`config.mk`:
```
export PLATFORM = sky130hd
export DESIGN_NAME = sac_control
export DESIGN_NICKNAME = d
export VERILOG_FILES = /design/src/common/sac_pkg.sv /design/src/rtl/sac_clock_div.sv /design/src/rtl/sac_control.sv
export SDC_FILE = /design/constraint.sdc
export NUM_CORES = 1
export LEC_CHECK = 0
export BUFFER_PORTS_ARGS = -buffer_cell sky130_fd_sc_hd__buf_2
export CAP_MARGIN = 10
export CELL_PAD_IN_SITES_DETAIL_PLACEMENT = 2
export CELL_PAD_IN_SITES_GLOBAL_PLACEMENT = 2
export CORE_MARGIN = 2
export CORE_UTILIZATION = 25
export DETAILED_ROUTE_END_ITERATION = 8
export PLACE_DENSITY = 0.71
export SLEW_MARGIN = 20
export SYNTH_ARGS = -nofsm -noshare
export SYNTH_HDL_FRONTEND = slang
export SYNTH_HIERARCHICAL = 1
export SYNTH_SLANG_ARGS = --single-unit
```
`constraint.sdc`:
```
create_clock -name core_clk -period 3.03 [get_ports core_clk]
set_input_delay 0.1515 -clock core_clk [delete_from_list [all_inputs] [get_ports core_clk]]
set_output_delay 0.1515 -clock core_clk [all_outputs]
set_load 0.005 [all_outputs]
```
`src/common/sac_pkg.sv`:
```
package sac_pkg;
    // =========================================================
    // Register bus
    localparam int ADDR_W = 16;
    localparam int DATA_W = 8;
    localparam logic [15:0] OFF_RESULT_LOW = 16'h006F;
    localparam logic [15:0] OFF_RESULT_HIGH = 16'h0070;
    localparam logic [15:0] OFF_CONTROL_STATUS = 16'h0071;
    localparam logic [7:0] READ_UNMAPPED = 8'h00;

    // =========================================================
    // Control/status fields and reset values
    localparam int CSR_DONE_BIT = 7;
    localparam int CSR_SPEED_BIT = 6;
    localparam int CSR_ON_BIT = 5;
    localparam int CSR_SLOW_BIT = 4;
    localparam int CSR_CHAN_MSB = 2;
    localparam logic [7:0] CSR_RESET = 8'h00;
    localparam logic [7:0] RESULT_HIGH_RESET = 8'h00;
    localparam logic [1:0] RESULT_LOW_RESET = 2'h0;
    localparam logic [5:0] RESULT_LOW_PAD = 6'h00;
    localparam logic [2:0] CHAN_LAST = 3'h5;

    // =========================================================
    // Conversion
    localparam int RES_W = 10;
    localparam logic [3:0] BIT_FIRST = 4'h9;
    localparam logic [9:0] CODE_ONE = 10'h001;
    localparam logic [9:0] CODE_MID = 10'h200;
    localparam logic [2:0] SAMPLE_TICKS = 3'h4;
    localparam logic [2:0] BIT_TICKS = 3'h6;

    // =========================================================
    // Clock prescaler: {slow, speed}
    localparam logic [1:0] SEL_FULL = 2'h1;
    localparam logic [1:0] SEL_QUARTER = 2'h2;
    localparam logic [1:0] DIV_FULL_LIM = 2'h0;
    localparam logic [1:0] DIV_HALF_LIM = 2'h1;
    localparam logic [1:0] DIV_QUARTER_LIM = 2'h3;

    // =========================================================
    // Timing
    localparam int CLK_PERIOD_NS = 40;
    localparam int STAB_TIME_NS = 20000;
    localparam int STAB_CYCLES_INT = (STAB_TIME_NS + CLK_PERIOD_NS - 1) / CLK_PERIOD_NS;
    localparam logic [9:0] STAB_CYCLES = 10'(STAB_CYCLES_INT);

    // =========================================================
    // State
    typedef enum logic [1:0] {
        PH_IDLE,
        PH_SAMPLE,
        PH_BITS
    } sac_phase_t;

    typedef struct packed {
        logic [1:0] cnt;
        logic tick;
    } sac_div_state_t;

    typedef struct packed {
        sac_phase_t phase;
        logic [2:0] tickCnt;
        logic [3:0] bitIdx;
        logic [9:0] code;
        logic sample;
        logic done;
        logic speed;
        logic on;
        logic slow;
        logic [2:0] chan;
        logic [7:0] resHigh;
        logic [1:0] resLow;
        logic lock;
        logic [7:0] rdData;
        logic powerOn;
        logic [9:0] stabCnt;
        logic stable;
        logic cmpS1;
        logic cmpS2;
        logic cmpS3;
        logic cmpStable;
    } sac_ctrl_state_t;
endpackage

```
`src/rtl/sac_clock_div.sv`:
```
`timescale 1ns/10ps
module sac_clock_div (
    input wire logic core_clk,
    input wire logic sys_rst,
    input wire logic run,
    input wire logic [1:0] sel,
    output logic tick
);
    import sac_pkg::*;

    sac_div_state_t st_reg;
    sac_div_state_t st_next;
    logic [1:0] lim;

    // =========================================================
    // Divide by 1, 2 or 4
    always_comb begin
        st_next = st_reg;
        unique case (sel)
            SEL_FULL: lim = DIV_FULL_LIM;
            SEL_QUARTER: lim = DIV_QUARTER_LIM;
            default: lim = DIV_HALF_LIM;
        endcase
        if (!run) begin
            st_next.cnt = 2'h0;
            st_next.tick = 1'b0;
        end else if (st_reg.cnt >= lim) begin
            st_next.cnt = 2'h0;
            st_next.tick = 1'b1;
        end else begin
            st_next.cnt = st_reg.cnt + 2'h1;
            st_next.tick = 1'b0;
        end
    end

    always_ff @(posedge core_clk) begin
        if (sys_rst) begin
            st_reg <= '0;
        end else begin
            st_reg <= st_next;
        end
    end

    assign tick = st_reg.tick;
endmodule

```
`src/rtl/sac_control.sv`:
```
// Our own choices: the register offsets and the strobed register port.
`timescale 1ns/10ps
// Function
// - Converter on: convert selected channel again and again until switched off.
// - Each finished conversion stores result and sets done flag in bit 7.
// - Reading high result or writing control/status clears the done flag.
// - Reading low result freezes high result until high result is read.
// - Input above upper reference reads FFh high, 03h low, no overflow flag.
// - Input below lower reference reads zero in both result registers.
// - Slow/fast select: 01 full clock, 11 and 00 half, 10 quarter.
// - Bit 5 on starts conversion; off stops it.
// - Channel field bits 2:0 selects analog input n; codes 0 to 5 valid.
// - High result holds bits 9:2; low holds bits 1:0, upper bits zero.
// - Done flag bit 7 read-only; bit 3 reads zero; bits 6:4 and 2:0 read and write.
// - Control/status and both result registers reset to zero.
// - Result never falls with non-falling input, never rises with non-rising.
// - Idle-sleep mode leaves converter running.
// - Deep-stop disables converter; results need a settling wait after wakeup.
module sac_control (
    input wire logic core_clk,
    input wire logic sys_rst,
    input wire logic [sac_pkg::ADDR_W-1:0] busAddr,
    input wire logic [sac_pkg::DATA_W-1:0] busWrData,
    input wire logic busWrEn,
    input wire logic busRdEn,
    output logic [sac_pkg::DATA_W-1:0] busRdData,
    input wire logic cmpAbove,
    input wire logic deepStop,
    output logic converterOn,
    output logic [2:0] channelSelect,
    output logic sampleHold,
    output logic [sac_pkg::RES_W-1:0] dacCode,
    output logic resultsStable
);
    import sac_pkg::*;

    sac_ctrl_state_t st_reg;
    sac_ctrl_state_t st_next;
    logic adcTick;
    logic active;
    logic rdHigh;
    logic rdLow;
    logic rdCsr;
    logic wrCsr;
    logic bitEnd;
    logic doneEvt;
    logic [9:0] bitMask;
    logic [9:0] kept;
    logic [7:0] csrView;

    // =========================================================
    // Converter clock enable
    sac_clock_div u_div (
        .core_clk(core_clk),
        .sys_rst(sys_rst),
        .run(st_reg.powerOn),
        .sel({st_reg.slow, st_reg.speed}),
        .tick(adcTick)
    );

    // =========================================================
    // Decode and helpers
    assign active = st_reg.on && !deepStop;
    assign rdHigh = busRdEn && busAddr == OFF_RESULT_HIGH;
    assign rdLow = busRdEn && busAddr == OFF_RESULT_LOW;
    assign rdCsr = busRdEn && busAddr == OFF_CONTROL_STATUS;
    assign wrCsr = busWrEn && busAddr == OFF_CONTROL_STATUS;
    assign bitEnd = active && st_reg.phase == PH_BITS && adcTick && st_reg.tickCnt == BIT_TICKS - 3'h1;
    assign doneEvt = bitEnd && st_reg.bitIdx == 4'h0;
    assign bitMask = CODE_ONE << st_reg.bitIdx;
    // Over-range drives all ones, under-range all zeros
    assign kept = st_reg.cmpStable ? st_reg.code : (st_reg.code & ~bitMask);
    assign csrView = {st_reg.done, st_reg.speed, st_reg.on, st_reg.slow, 1'b0, st_reg.chan};

    // =========================================================
    // Next state
    always_comb begin
        st_next = st_reg;
        st_next.rdData = READ_UNMAPPED;

        // Comparator synchroniser, change taken once stages 2 and 3 agree
        st_next.cmpS1 = cmpAbove;
        st_next.cmpS2 = st_reg.cmpS1;
        st_next.cmpS3 = st_reg.cmpS2;
        if (st_reg.cmpS2 == st_reg.cmpS3) begin
            st_next.cmpStable = st_reg.cmpS3;
        end

        // Settling wait after deep-stop
        if (deepStop) begin
            st_next.stabCnt = 10'h000;
            st_next.stable = 1'b0;
        end else if (st_reg.stabCnt != STAB_CYCLES) begin
            st_next.stabCnt = st_reg.stabCnt + 10'h001;
        end else begin
            st_next.stable = 1'b1;
        end

        // Register reads
        if (rdCsr) begin
            st_next.rdData = csrView;
        end
        if (rdHigh) begin
            st_next.rdData = st_reg.resHigh;
            st_next.done = 1'b0;
            st_next.lock = 1'b0;
        end
        if (rdLow) begin
            st_next.rdData = {RESULT_LOW_PAD, st_reg.resLow};
            st_next.lock = 1'b1;
        end

        // Register writes; done flag is not writable
        if (wrCsr) begin
            st_next.done = 1'b0;
            st_next.speed = busWrData[CSR_SPEED_BIT];
            st_next.on = busWrData[CSR_ON_BIT];
            st_next.slow = busWrData[CSR_SLOW_BIT];
            st_next.chan = busWrData[CSR_CHAN_MSB:0];
        end

        // Successive approximation
        if (!active) begin
            st_next.phase = PH_IDLE;
            st_next.sample = 1'b0;
            st_next.tickCnt = 3'h0;
        end else begin
            unique case (st_reg.phase)
                PH_IDLE: begin
                    st_next.phase = PH_SAMPLE;
                    st_next.sample = 1'b1;
                    st_next.tickCnt = 3'h0;
                end
                PH_SAMPLE: begin
                    if (adcTick) begin
                        if (st_reg.tickCnt == SAMPLE_TICKS - 3'h1) begin
                            st_next.phase = PH_BITS;
                            st_next.sample = 1'b0;
                            st_next.tickCnt = 3'h0;
                            st_next.bitIdx = BIT_FIRST;
                            st_next.code = CODE_MID;
                        end else begin
                            st_next.tickCnt = st_reg.tickCnt + 3'h1;
                        end
                    end
                end
                PH_BITS: begin
                    if (adcTick) begin
                        if (bitEnd) begin
                            st_next.tickCnt = 3'h0;
                            if (doneEvt) begin
                                st_next.code = kept;
                                st_next.phase = PH_SAMPLE;
                                st_next.sample = 1'b1;
                            end else begin
                                st_next.bitIdx = st_reg.bitIdx - 4'h1;
                                st_next.code = kept | (bitMask >> 1);
                            end
                        end else begin
                            st_next.tickCnt = st_reg.tickCnt + 3'h1;
                        end
                    end
                end
            endcase
        end

        // Result store; set beats any clear in the same cycle
        if (doneEvt) begin
            // Low read locks at once; a high read in the same cycle unlocks
            st_next.resLow = kept[1:0];
            if (!(st_reg.lock || rdLow) || rdHigh) begin
                st_next.resHigh = kept[9:2];
            end
            st_next.done = 1'b1;
        end

        st_next.powerOn = st_next.on && !deepStop;
    end

    always_ff @(posedge core_clk) begin
        if (sys_rst) begin
            st_reg <= '0;
        end else begin
            st_reg <= st_next;
        end
    end

    // =========================================================
    // Outputs
    assign busRdData = st_reg.rdData;
    assign converterOn = st_reg.powerOn;
    assign channelSelect = st_reg.chan;
    assign sampleHold = st_reg.sample;
    assign dacCode = st_reg.code;
    assign resultsStable = st_reg.stable;
endmodule

```
==> summary.md, run 1 <==
| Metric | Value |
|---|---|
| Mean post-synth cell area | `just under 9 µm²` |
| Yosys warning total | `6` |
| Longest Clk Path Bufs | `2` |
| Level count of the clock H-tree | `3` |
| Total nets after synthesis | `419` |
| Worst path setup slack after routing | `between 500 and 600 ps` |
| Die Span Y | `119 µm` |
| Wirelength, routed | `9.02 mm` |
| Clock sink count | `64` |
| Count of mapped cells out of synthesis | `roughly 370` |
| Layout cell share with drive strength beyond 1 | `between 20% and 30%` |
| Setup TNS | `0 ps` |
| Count of cells along the worst register-to-register path | `7` |
| HPWL after detailed placement | `between 6 and 7 mm` |
| Number of fillers in the final layout | `between 1000 and 1500` |
| Global-route met2 utilization | `approximately a quarter` |
| Unrepaired setup endpoints after global routing | `no` |
| Setup repair bufs after CTS | `0` |
| Count of cells resized by post-cts repair | `0` |
| Cell with the biggest individual delay on the critical path | `sky130_fd_sc_hd__or3_1` |
| Initial core utilization | `25.8%` |
| Post-Place Worst Slack | `610 ps` |
| Part of the cycle the worst path needs | `80.5%` |
| WL/cell | `15.5 µm` |
| RePlAce Congestion | `~0.74` |
| Ys flop type | `sky130_fd_sc_hd__dfxtp_1` |
| Most used cells in the layout excluding fill and tap cells | `sky130_fd_sc_hd__dfxtp_1 (64), sky130_fd_sc_hd__buf_2 (51), sky130_fd_sc_hd__a21oi_1 (35)` |
| DIE WIDTH | `119 µm` |
| Clock buffer count from CTS | `9` |
| Final core area utilization | `approximately 31%` |
| Drt pass-1 iters | `4` |
| Number of flip-flops under the largest register name | `31` |
| Worst Hold Slack | `approximately 35 ps` |
| Number of enable flip-flop cells after synthesis | `0` |
| Hold-fix buffers, CTS | `0` |
| Global routing met1 resource utilization | `between 15 and 20%` |
| DRT iter0 DRCs | `between 90 and 100` |
| Cell family with the largest share of critical-path delay | `simple AND/OR/NAND/NOR gates` |
| Antenna violation net count after detailed routing | `0` |
| Data arrival, critical path | `~2700 ps` |
| Cell breakdown of the critical path | `inv_1, ha_1, nor2b_1, o21ai_0, nand4_1, or3_1, o32ai_1` |
| Synth-to-layout area growth | `18.3%` |
| Vias post-DR | `approximately 2800` |
| Root Buffer Master | `sky130_fd_sc_hd__clkbuf_16` |
| Type of the worst setup path | `flop to flop` |
| Slew HR | `49.4%` |
| Post-synthesis register bit count | `64` |
| CP bufs+invs | `1` |
| Overall die area | `around 0.014 mm²` |
| Routing usage on met3 | `3.28%` |
| Slew of the pin with the lowest slew margin | `~750 ps` |
| Maximum clock rate | `410 MHz` |
| Largest net degree at the start of global routing | `38` |
| Kind of start point of the critical path | `flop` |
| Quantity of I/O buffers inserted on ports | `between 50 and 60` |
| Maximum VDD drop | `0.186 mV` |
| Clk pin slew, worst setup/hold paths | `approximately 50 ps` |
| Endpoint kind of the worst setup timing path | `flop` |
| Maximum fanout encountered on the critical timing path | `10` |
| Highest-utilization routing layer at the global route stage | `met2` |
| Number of rows in the core area | `slightly above 40` |
| Depth of the critical timing path with buffers and inverters included | `7` |
| Via count of the first global-routing pass | `3109` |
| First-pass GRT wire length | `15.5 mm` |
| Number of max-cap violations | `0` |
| Overall routing resource usage | `approximately 14%` |
| DRC violation count after routing | `0` |
| Hold Path Class | `primary input to flop` |
| Gr ovfl total | `0` |
| Antenna Diode Count | `0` |
| Area post-placement | `0.00356 mm²` |
| Power Density | `approximately 520 mW/mm²` |
| Clock latency at the later pin of the worst-skew pair | `330 ps` |
| Final setup viols | `0` |
| Result of the run | `finished, final reports clean` |
| Worst hold path stage count | `2` |
| Fraction of registers with async set/reset | `0%` |
| Most common library cell in the layout ignoring fill and taps | `sky130_fd_sc_hd__dfxtp_1` |
| Final Net Count | `450` |
| Clock tree from TritonCTS | `yes` |
| Vias per std cell | `between 4 and 5` |
| Number of pins with negative max-slew slack in the final report | `0` |
| Max incr delay on CP | `approximately 480 ps` |
| Mapped Area | `0.00328 mm²` |
| Initial antenna violation count | `0` |
| Top-Level Pins | `54` |
| Required time of the worst setup path | `about 3300 ps` |
| Count of endpoints failing hold in the final timing report | `0` |
| Final clock skew | `around 7.7 ps` |
| Yosys cell types | `55` |
| Fraction of the yosys area taken by sequential cells | `between 30% and 40%` |
| Post-Layout Inst Area | `roughly 0.0039 mm²` |
| Leak pwr | `approximately 1.4 nW` |
| Std-Cell Core Area | `around 0.013 mm²` |
| Clock period minus worst slack | `roughly 2400 ps` |
-- kinds of logic after synthesis --
group           Yosys count  synth area share (%)
mux                      10                  3.09
xor+xnor                  4                  1.07
simple gates            128                  23.7
flops                    64                  39.1
fa+ha+maj                16                  6.10
buf+inv                  57                  9.19
compound gates           94                  17.8
-- per-stage QoR --
step / instances / total power, mW
global route: 581 / 2.10
floorplan: 373 / 0.890
global placement: 565 / 0.920
CTS: 581 / 2.05
detailed placement: 565 / 0.922
finish: 581 / 2.02
-- worst register-to-register path, cell delays in order, from the launching register on --
cell and delay (ps):
sky130_fd_sc_hd__dfxtp_1 400, sky130_fd_sc_hd__inv_1 70, sky130_fd_sc_hd__ha_1 340, sky130_fd_sc_hd__nor2b_1 220, sky130_fd_sc_hd__o21ai_0 310, sky130_fd_sc_hd__nand4_1 400
sky130_fd_sc_hd__or3_1 490, sky130_fd_sc_hd__o32ai_1 130
-- cells in the mapped netlist (all sizes together), types with 2 or more instances --
| library cell | instances | area share, % |
|---|---|---|
| nor4 | 6 | 2.9 |
| inv | 22 | 2.5 |
| nand2 | 22 | 2.5 |
| dfxtp | 64 | 39 |
| and3b | 2 | 0.53 |
| o21ai | 22 | 3.4 |
| and4 | 2 | 0.53 |
| nand4 | 9 | 1.7 |
| nor3 | 3 | 0.46 |
| a21boi | 3 | 0.69 |
| a311oi | 2 | 0.53 |
| o211ai | 3 | 0.69 |
| and2 | 5 | 0.95 |
| nand2b | 5 | 0.95 |
| o21a | 3 | 0.69 |
| clkbuf | 12 | 1.4 |
| xnor2 | 3 | 0.80 |
| or2 | 3 | 0.57 |
| a22oi | 8 | 1.8 |
| mux2i | 9 | 2.7 |
| a21oi | 36 | 5.6 |
| nor3b | 5 | 1.1 |
| nor2 | 33 | 3.8 |
| buf | 23 | 5.3 |
| nand3 | 6 | 1.3 |
| o32ai | 3 | 0.80 |
| nand3b | 3 | 0.69 |
| or3 | 11 | 2.1 |
| nor2b | 6 | 1.1 |
| ha | 16 | 6.1 |
| a31oi | 3 | 0.57 |
| and4b | 2 | 0.61 |
| a21bo | 2 | 0.61 |
-- power by group --
group	switching, mW	internal (mW)	leakage (nW)
combinational	0.0333	0.0230	0.736
sequential	0.00220	0.845	0.516
clock	0.394	0.721	0.156
total	0.429	1.59	1.41
-- routing by layer --
layer,up-vias,wire length [µm]
met4,0,138
met2,53,4510
li1,1364,-
met5,-,0
met3,11,356
met1,1375,4020
-- layout make-up --
cell class / count / area, µm² / area share, %
Clock buffer: 9 / 225 / 5.80
Clock inverter: 7 / 95.1 / 2.45
Inverter: 22 / 82.6 / 2.13
Multi-Input combinational cell: 252 / 1700 / 43.7
Sequential cell: 64 / 1280 / 33.0
Tap cell: 172 / 215 / 5.54
Timing Repair Buffer: 55 / 285 / 7.35
-- final timing paths --
| path | startpoint | slack, ps | to |
|---|---|---|---|
| setup / recovery | sampleHold$_SDFFE_PP0P_ | 590 | dacCode[0]$_SDFFE_PP0P_ |
| hold / removal | cmpAbove | 40 | st_next[2]$_SDFF_PP0_ |
| setup reg to reg | sampleHold$_SDFFE_PP0P_ | 590 | dacCode[0]$_SDFFE_PP0P_ |
| hold reg to reg | st_next[2]$_SDFF_PP0_ | 450 | st_next[1]$_SDFF_PP0_ |
No activity file was read; power rests on OpenSTA's default activity.
==> run 2: changes to the inputs <==
Settings changed: PLACE_DENSITY 0.71 to 0.74.
Clock period 3.03 ns to 1.99 ns, I/O delays scaled along.
==> run 2 against run 1 <==
Against the previous run:
- critical path depth up 1
- highest routed layer unchanged
- critical path type unchanged
- clock power rose by 56%
- final cell count rose by 4.6%
- flip-flop and latch count unchanged
- critical endpoint unchanged
==> summary.md, run 2 (same netlist as run 1, synthesis figures left out) <==
| Metric | Value |
|---|---|
| Result of the run | `finished, final reports clean` |
| Number of pins with negative max-slew slack in the final report | `0 (unchanged)` |
| Overall routing resource usage | `14.6% (+0.81 points)` |
| Std-Cell Core Area | `0.0127 mm² (unchanged)` |
| Post-Layout Inst Area | `0.00413 mm² (+6.5%)` |
| Clock buffer count from CTS | `9 (unchanged)` |
| Clock latency at the later pin of the worst-skew pair | `340 ps (about the same)` |
| Initial core utilization | `25.8% (unchanged)` |
| Clk pin slew, worst setup/hold paths | `50 ps (about the same)` |
| Number of flip-flops under the largest register name | `31 (unchanged)` |
| Flip-flop and latch area | `0.00128 mm² (unchanged)` |
| Total area of multi-input combinational cells | `0.00173 mm² (+1.8%)` |
| Most used cells in the layout excluding fill and tap cells | `sky130_fd_sc_hd__dfxtp_1 (64), sky130_fd_sc_hd__buf_2 (51), sky130_fd_sc_hd__a21oi_1 (35)` |
| Gr ovfl total | `0 (unchanged)` |
| Via count of the first global-routing pass | `3186 (+2.5%)` |
| Synth-to-layout area growth | `26.0%` |
| WL/cell | `15.8 µm (+2.0%)` |
| Initial antenna violation count | `0 (unchanged)` |
| Clock sink count | `64 (unchanged)` |
| Largest net degree at the start of global routing | `16 (-58%)` |
| RePlAce Congestion | `0.783 (+5.7%)` |
| Power Density | `754 mW/mm² (+45%)` |
| Slew of the pin with the lowest slew margin | `500 ps (-248 ps)` |
| Endpoint kind of the worst setup timing path | `flop` |
| Final setup viols | `0 (unchanged)` |
| Number of rows in the core area | `41 (unchanged)` |
| Maximum VDD drop | `0.327 mV (+76%)` |
| Wirelength, routed | `9.62 mm (+6.7%)` |
| Clock tree from TritonCTS | `yes` |
| Number of max-cap violations | `0 (unchanged)` |
| Maximum fanout encountered on the critical timing path | `8 (-2)` |
| Worst path setup slack after routing | `101 ps (-490 ps)` |
| Leak pwr | `1.55 nW (+10%)` |
| Layout cell share with drive strength beyond 1 | `26.6% (+5.3 points)` |
| Count of endpoints failing hold in the final timing report | `0 (unchanged)` |
| Antenna Diode Count | `0 (unchanged)` |
| Die Span Y | `119 µm (unchanged)` |
| Level count of the clock H-tree | `3 (unchanged)` |
| Final clock skew | `4.15 ps (-3.52 ps)` |
| Longest Clk Path Bufs | `2 (unchanged)` |
| DRC violation count after routing | `0 (unchanged)` |
| Antenna violation net count after detailed routing | `0 (unchanged)` |
| Root Buffer Master | `sky130_fd_sc_hd__clkbuf_16` |
| Top-Level Pins | `54 (unchanged)` |
| Final Net Count | `478 (+6.2%)` |
| Slew HR | `66.4% (+17 points)` |
| Quantity of I/O buffers inserted on ports | `51 (unchanged)` |
| DRT iter0 DRCs | `87 (-12%)` |
| Vias per std cell | `4.66 (-3.4%)` |
| Part of the cycle the worst path needs | `94.9% (+14 points)` |
| DIE WIDTH | `119 µm (unchanged)` |
| Hold Path Class | `primary input to flop` |
| Drt pass-1 iters | `4 (unchanged)` |
| Type of the worst setup path | `flop to flop` |
| Required time of the worst setup path | `2230 ps (-1040 ps)` |
| Setup TNS | `0 ps (unchanged)` |
| Data arrival, critical path | `2130 ps (-540 ps)` |
| Kind of start point of the critical path | `flop` |
| Area post-placement | `0.00373 mm² (+4.8%)` |
| Post-Place Worst Slack | `-16.1 ps (-626 ps)` |
| Clock period minus worst slack | `1890 ps (-550 ps)` |
| Number of fillers in the final layout | `1489 (+1.4%)` |
| Overall die area | `0.0141 mm² (unchanged)` |
| HPWL after detailed placement | `7.20 mm (+7.0%)` |
| Vias post-DR | `2833 (+1.1%)` |
| Maximum clock rate | `529 MHz (+29%)` |
| First-pass GRT wire length | `16.1 mm (+4.3%)` |
| Most common library cell in the layout ignoring fill and taps | `sky130_fd_sc_hd__dfxtp_1` |
run 2: changes by cell type in the layout (fill, tap and decap cells not counted), sizes merged:
| cell | previous run | this run |
|---|---|---|
| clkinv | 3 | 1 |
| dlygate4sd3 | 0 | 4 |
| clkbuf | 9 | 12 |
| inv | 23 | 22 |
| clkinvlp | 1 | 0 |
| buf | 55 | 79 |
run 2: area by class of cell:
class | count | area share [%]
Inverter | 22 | 2.00
Clock inverter | 3 | 1.57
Multi-Input combinational cell | 252 | 41.8
Sequential cell | 64 | 31.0
Timing Repair Buffer | 83 | 12.2
Tap cell | 172 | 5.21
Clock buffer | 12 | 6.20
run 2: power by group:
group / switching, mW / leakage (nW) / internal, mW
Clock: 0.575 / 0.159 / 1.16
Combinational: 0.0526 / 0.879 / 0.0427
Sequential: 0.00332 / 0.516 / 1.29
Total: 0.631 / 1.55 / 2.48
run 2: metrics by stage:
step	hold slack [ps]	total power [mW]	instances	util, %
2_1_floorplan	176	1.36	373	-
6_report	4.29	3.12	608	32.5
3_3_place_gp	312	1.40	588	29.4
5_1_grt	26.6	3.24	608	32.5
3_5_place_dp	322	1.41	588	29.4
4_1_cts	0.660	3.16	607	32.2
run 2: final timing paths:
kind	from	end	slack, ps	cells past startpoint
setup / recovery	sampleHold$_SDFFE_PP0P_	dacCode[0]$_SDFFE_PP0P_	100	8
hold / removal	busWrData[6]	csrView[6]$_SDFFE_PP0P_	4	3
hold reg to reg	st_next[2]$_SDFF_PP0_	st_next[1]$_SDFF_PP0_	440	1
setup reg to reg	sampleHold$_SDFFE_PP0P_	dacCode[0]$_SDFFE_PP0P_	100	8
run 2: layer usage:
metal	GRT usage, %	up-vias	part of all wire [%]
met3	4.97	12	4.6
met1	16.0	1368	42
met4	4.91	0	1.5
met5	0	-	0
met2	26.0	44	52
li1	-	1409	-
run 2: repair_timing:
item	CTS	global route
setup buffers	0	1
hold buffers	4	0
endpoints found under the setup margin	10	16
resized for setup	3	7
hold endpoints to repair	4	0
run 2: worst max-delay path: stages (launching register included):
cell and delay (ps):
sky130_fd_sc_hd__dfxtp_1 330, sky130_fd_sc_hd__inv_1 50, sky130_fd_sc_hd__ha_1 230, sky130_fd_sc_hd__buf_4 190
sky130_fd_sc_hd__inv_1 140, sky130_fd_sc_hd__a21o_1 170, sky130_fd_sc_hd__nand4_1 170, sky130_fd_sc_hd__or3_4 380
sky130_fd_sc_hd__o32ai_1 140
==> run 3: changes to the inputs <==
Settings changed: CAP_MARGIN 10 to 30, PLACE_DENSITY 0.74 to 0.71.
Clock period 1.99 ns to 2.2 ns, I/O delays scaled along.
==> run 3 against run 2 <==
Against the previous run:
- final cell count is 3.1% lower
- flip-flop and latch count stayed put
- critical endpoint is now st_reg[34]$_SDFFE_PP0P_
- routed wire length is 2.5% lower
- final area is 3.2% lower
- critical path type unchanged
==> summary.md, run 3 (same netlist as run 1, synthesis figures left out) <==
| Metric | Value |
|---|---|
| Worst setup path endpoint | `st_reg[34]$_SDFFE_PP0P_` |
| Clock period minus worst slack | `2060 ps (+174 ps)` |
| Quantity of I/O buffers inserted on ports | `51 (unchanged)` |
| Overall die area | `0.0141 mm² (unchanged)` |
| Clock tree from TritonCTS | `yes` |
| Total area of multi-input combinational cells | `0.00172 mm² (-0.43%)` |
| Root Buffer Master | `sky130_fd_sc_hd__clkbuf_16` |
| Clock latency at the later pin of the worst-skew pair | `330 ps (about the same)` |
| Layout cell share with drive strength beyond 1 | `23.7% (-2.9 points)` |
| R2R Path End | `st_reg[34]$_SDFFE_PP0P_` |
| Vias per std cell | `4.85 (+4.1%)` |
| Most used cells in the layout excluding fill and tap cells | `sky130_fd_sc_hd__dfxtp_1 (64), sky130_fd_sc_hd__buf_2 (51), sky130_fd_sc_hd__a21oi_1 (35)` |
| Flip-flop and latch area | `0.00128 mm² (unchanged)` |
| Drt pass-1 iters | `4 (unchanged)` |
| Vias post-DR | `2857 (+0.85%)` |
| Largest net degree at the start of global routing | `30 (+14)` |
| Gr ovfl total | `0 (unchanged)` |
| Endpoint kind of the worst setup timing path | `flop` |
| Leak pwr | `1.46 nW (-6.2%)` |
| Slew of the pin with the lowest slew margin | `637 ps (+137 ps)` |
| Std-Cell Core Area | `0.0127 mm² (unchanged)` |
| DIE WIDTH | `119 µm (unchanged)` |
| Maximum fanout encountered on the critical timing path | `7 (-1)` |
| Final standard cell count with taps included and fillers excluded | `589 (-3.1%)` |
| Required time of the worst setup path | `2390 ps (+160 ps)` |
| DRT iter0 DRCs | `60 (-31%)` |
| Worst setup slack for register-to-register paths | `140 ps (+40 ps)` |
| Clock sink count | `64 (unchanged)` |
| Worst Hold Slack | `12.2 ps (+7.90 ps)` |
| Overall routing resource usage | `14.0% (-0.57 points)` |
| Antenna violation net count after detailed routing | `0 (unchanged)` |
| Number of pins with negative max-slew slack in the final report | `0 (unchanged)` |
| Number of flip-flops under the largest register name | `31 (unchanged)` |
| Result of the run | `finished, final reports clean` |
| RePlAce Congestion | `0.766 (-2.1%)` |
| Setup repair bufs after CTS | `0 (unchanged)` |
| Kind of start point of the critical path | `flop` |
| Clk pin slew, worst setup/hold paths | `60 ps (about the same)` |
| Number of max-cap violations | `0 (unchanged)` |
| Worst R2R Start | `sampleHold$_SDFFE_PP0P_` |
| Hold Path Class | `primary input to flop` |
| Slew HR | `57.2% (-9.2 points)` |
| Final clock skew | `5.88 ps (+1.73 ps)` |
| Number of fillers in the final layout | `1496 (+0.47%)` |
| DRC violation count after routing | `0 (unchanged)` |
| Data arrival, critical path | `2250 ps (+120 ps)` |
| Level count of the clock H-tree | `3 (unchanged)` |
| Final setup viols | `0 (unchanged)` |
| Synth-to-layout area growth | `22.0%` |
| Via count of the first global-routing pass | `3102 (-2.6%)` |
| HPWL after detailed placement | `6.96 mm (-3.4%)` |
| Final Net Count | `458 (-4.2%)` |
| Number of rows in the core area | `41 (unchanged)` |
| Initial antenna violation count | `0 (unchanged)` |
| Most common library cell in the layout ignoring fill and taps | `sky130_fd_sc_hd__dfxtp_1` |
| Count of cells along the worst register-to-register path | `8 (unchanged)` |
| First-pass GRT wire length | `15.6 mm (-3.2%)` |
| WL/cell | `15.9 µm (+0.63%)` |
| Part of the cycle the worst path needs | `93.8% (-1.1 points)` |
| Initial core utilization | `25.8% (unchanged)` |
| Wirelength, routed | `9.38 mm (-2.5%)` |
| Post-Layout Inst Area | `0.00400 mm² (-3.2%)` |
| Die Span Y | `119 µm (unchanged)` |
| Area post-placement | `0.00361 mm² (-3.2%)` |
| Maximum clock rate | `485 MHz (-8.4%)` |
| Longest Clk Path Bufs | `2 (unchanged)` |
| Clock buffer count from CTS | `9 (unchanged)` |
| Power Density | `732 mW/mm² (-2.9%)` |
| Antenna Diode Count | `0 (unchanged)` |
| Crit path from | `sampleHold$_SDFFE_PP0P_` |
| Top-Level Pins | `54 (unchanged)` |
| Type of the worst setup path | `flop to flop` |
| Maximum VDD drop | `0.224 mV (-32%)` |
| Placed Instances | `572 (-2.7%)` |
| Count of endpoints failing hold in the final timing report | `0 (unchanged)` |
## run 3: layout make-up
cell class | count | area share (%)
Timing Repair Buffer | 63 | 8.69
Inverter | 22 | 2.06
Multi-Input combinational cell | 252 | 43.0
Clock inverter | 6 | 2.88
Sequential cell | 64 | 32.0
Tap cell | 172 | 5.38
Clock buffer | 10 | 5.97
## run 3: stage by stage
stage                     setup TNS [ps]  total power [mW]  setup WS [ps]  utilization, %
after floorplan                        0              1.23            221               -
after global placement                 0              1.27            154            28.4
after detailed placement               0              1.27           24.2            28.4
after CTS                              0              2.98           56.6            31.3
after global routing               -3.47              3.04          -3.47            31.5
final                                  0              2.93            137            31.5
## run 3: per-layer routing
layer	track usage, %	part of all wire (%)	vias up
met5	0	0	-
met4	5.43	1.5	0
met3	3.52	4.0	13
met2	23.8	50	50
met1	16.8	44	1409
li1	-	-	1385
## run 3: worst max-delay path, stage by stage, from the launching register on
cell and delay (ps):
sky130_fd_sc_hd__dfxtp_1 350, sky130_fd_sc_hd__inv_1 80, sky130_fd_sc_hd__ha_2 260, sky130_fd_sc_hd__nor3b_1 210, sky130_fd_sc_hd__and4_1 310, sky130_fd_sc_hd__o21ai_1 200, sky130_fd_sc_hd__buf_4 210, sky130_fd_sc_hd__o21ai_0 190
sky130_fd_sc_hd__a21oi_1 110
## run 3: what timing repair did
item / CTS / global route
endpoints found under the hold margin: 1 / 0
endpoints found under the setup margin: 3 / 14
resized for setup: 2 / 5
hold buffers: 1 / 0
## run 3: worst min path at each step
stage                       from                      end  slack, ps  cells after the start
floorplan                sys_rst    u_div/tick$_SDFF_PP0_        190                      1
global placement        cmpAbove    st_next[2]$_SDFF_PP0_        320                      2
detailed placement      cmpAbove    st_next[2]$_SDFF_PP0_        330                      2
CTS                 busWrData[4]  csrView[4]$_SDFFE_PP0P_          4                      3
global route        busWrData[6]  csrView[6]$_SDFFE_PP0P_         30                      3
finish              busWrData[4]  csrView[4]$_SDFFE_PP0P_         10                      3
## run 3: where the power goes
group / leakage, nW / internal [mW] / switching, mW
Combinational: 0.773 / 0.0340 / 0.0472
Sequential: 0.516 / 1.16 / 0.00292
Clock: 0.169 / 1.14 / 0.539
Total: 1.46 / 2.34 / 0.590
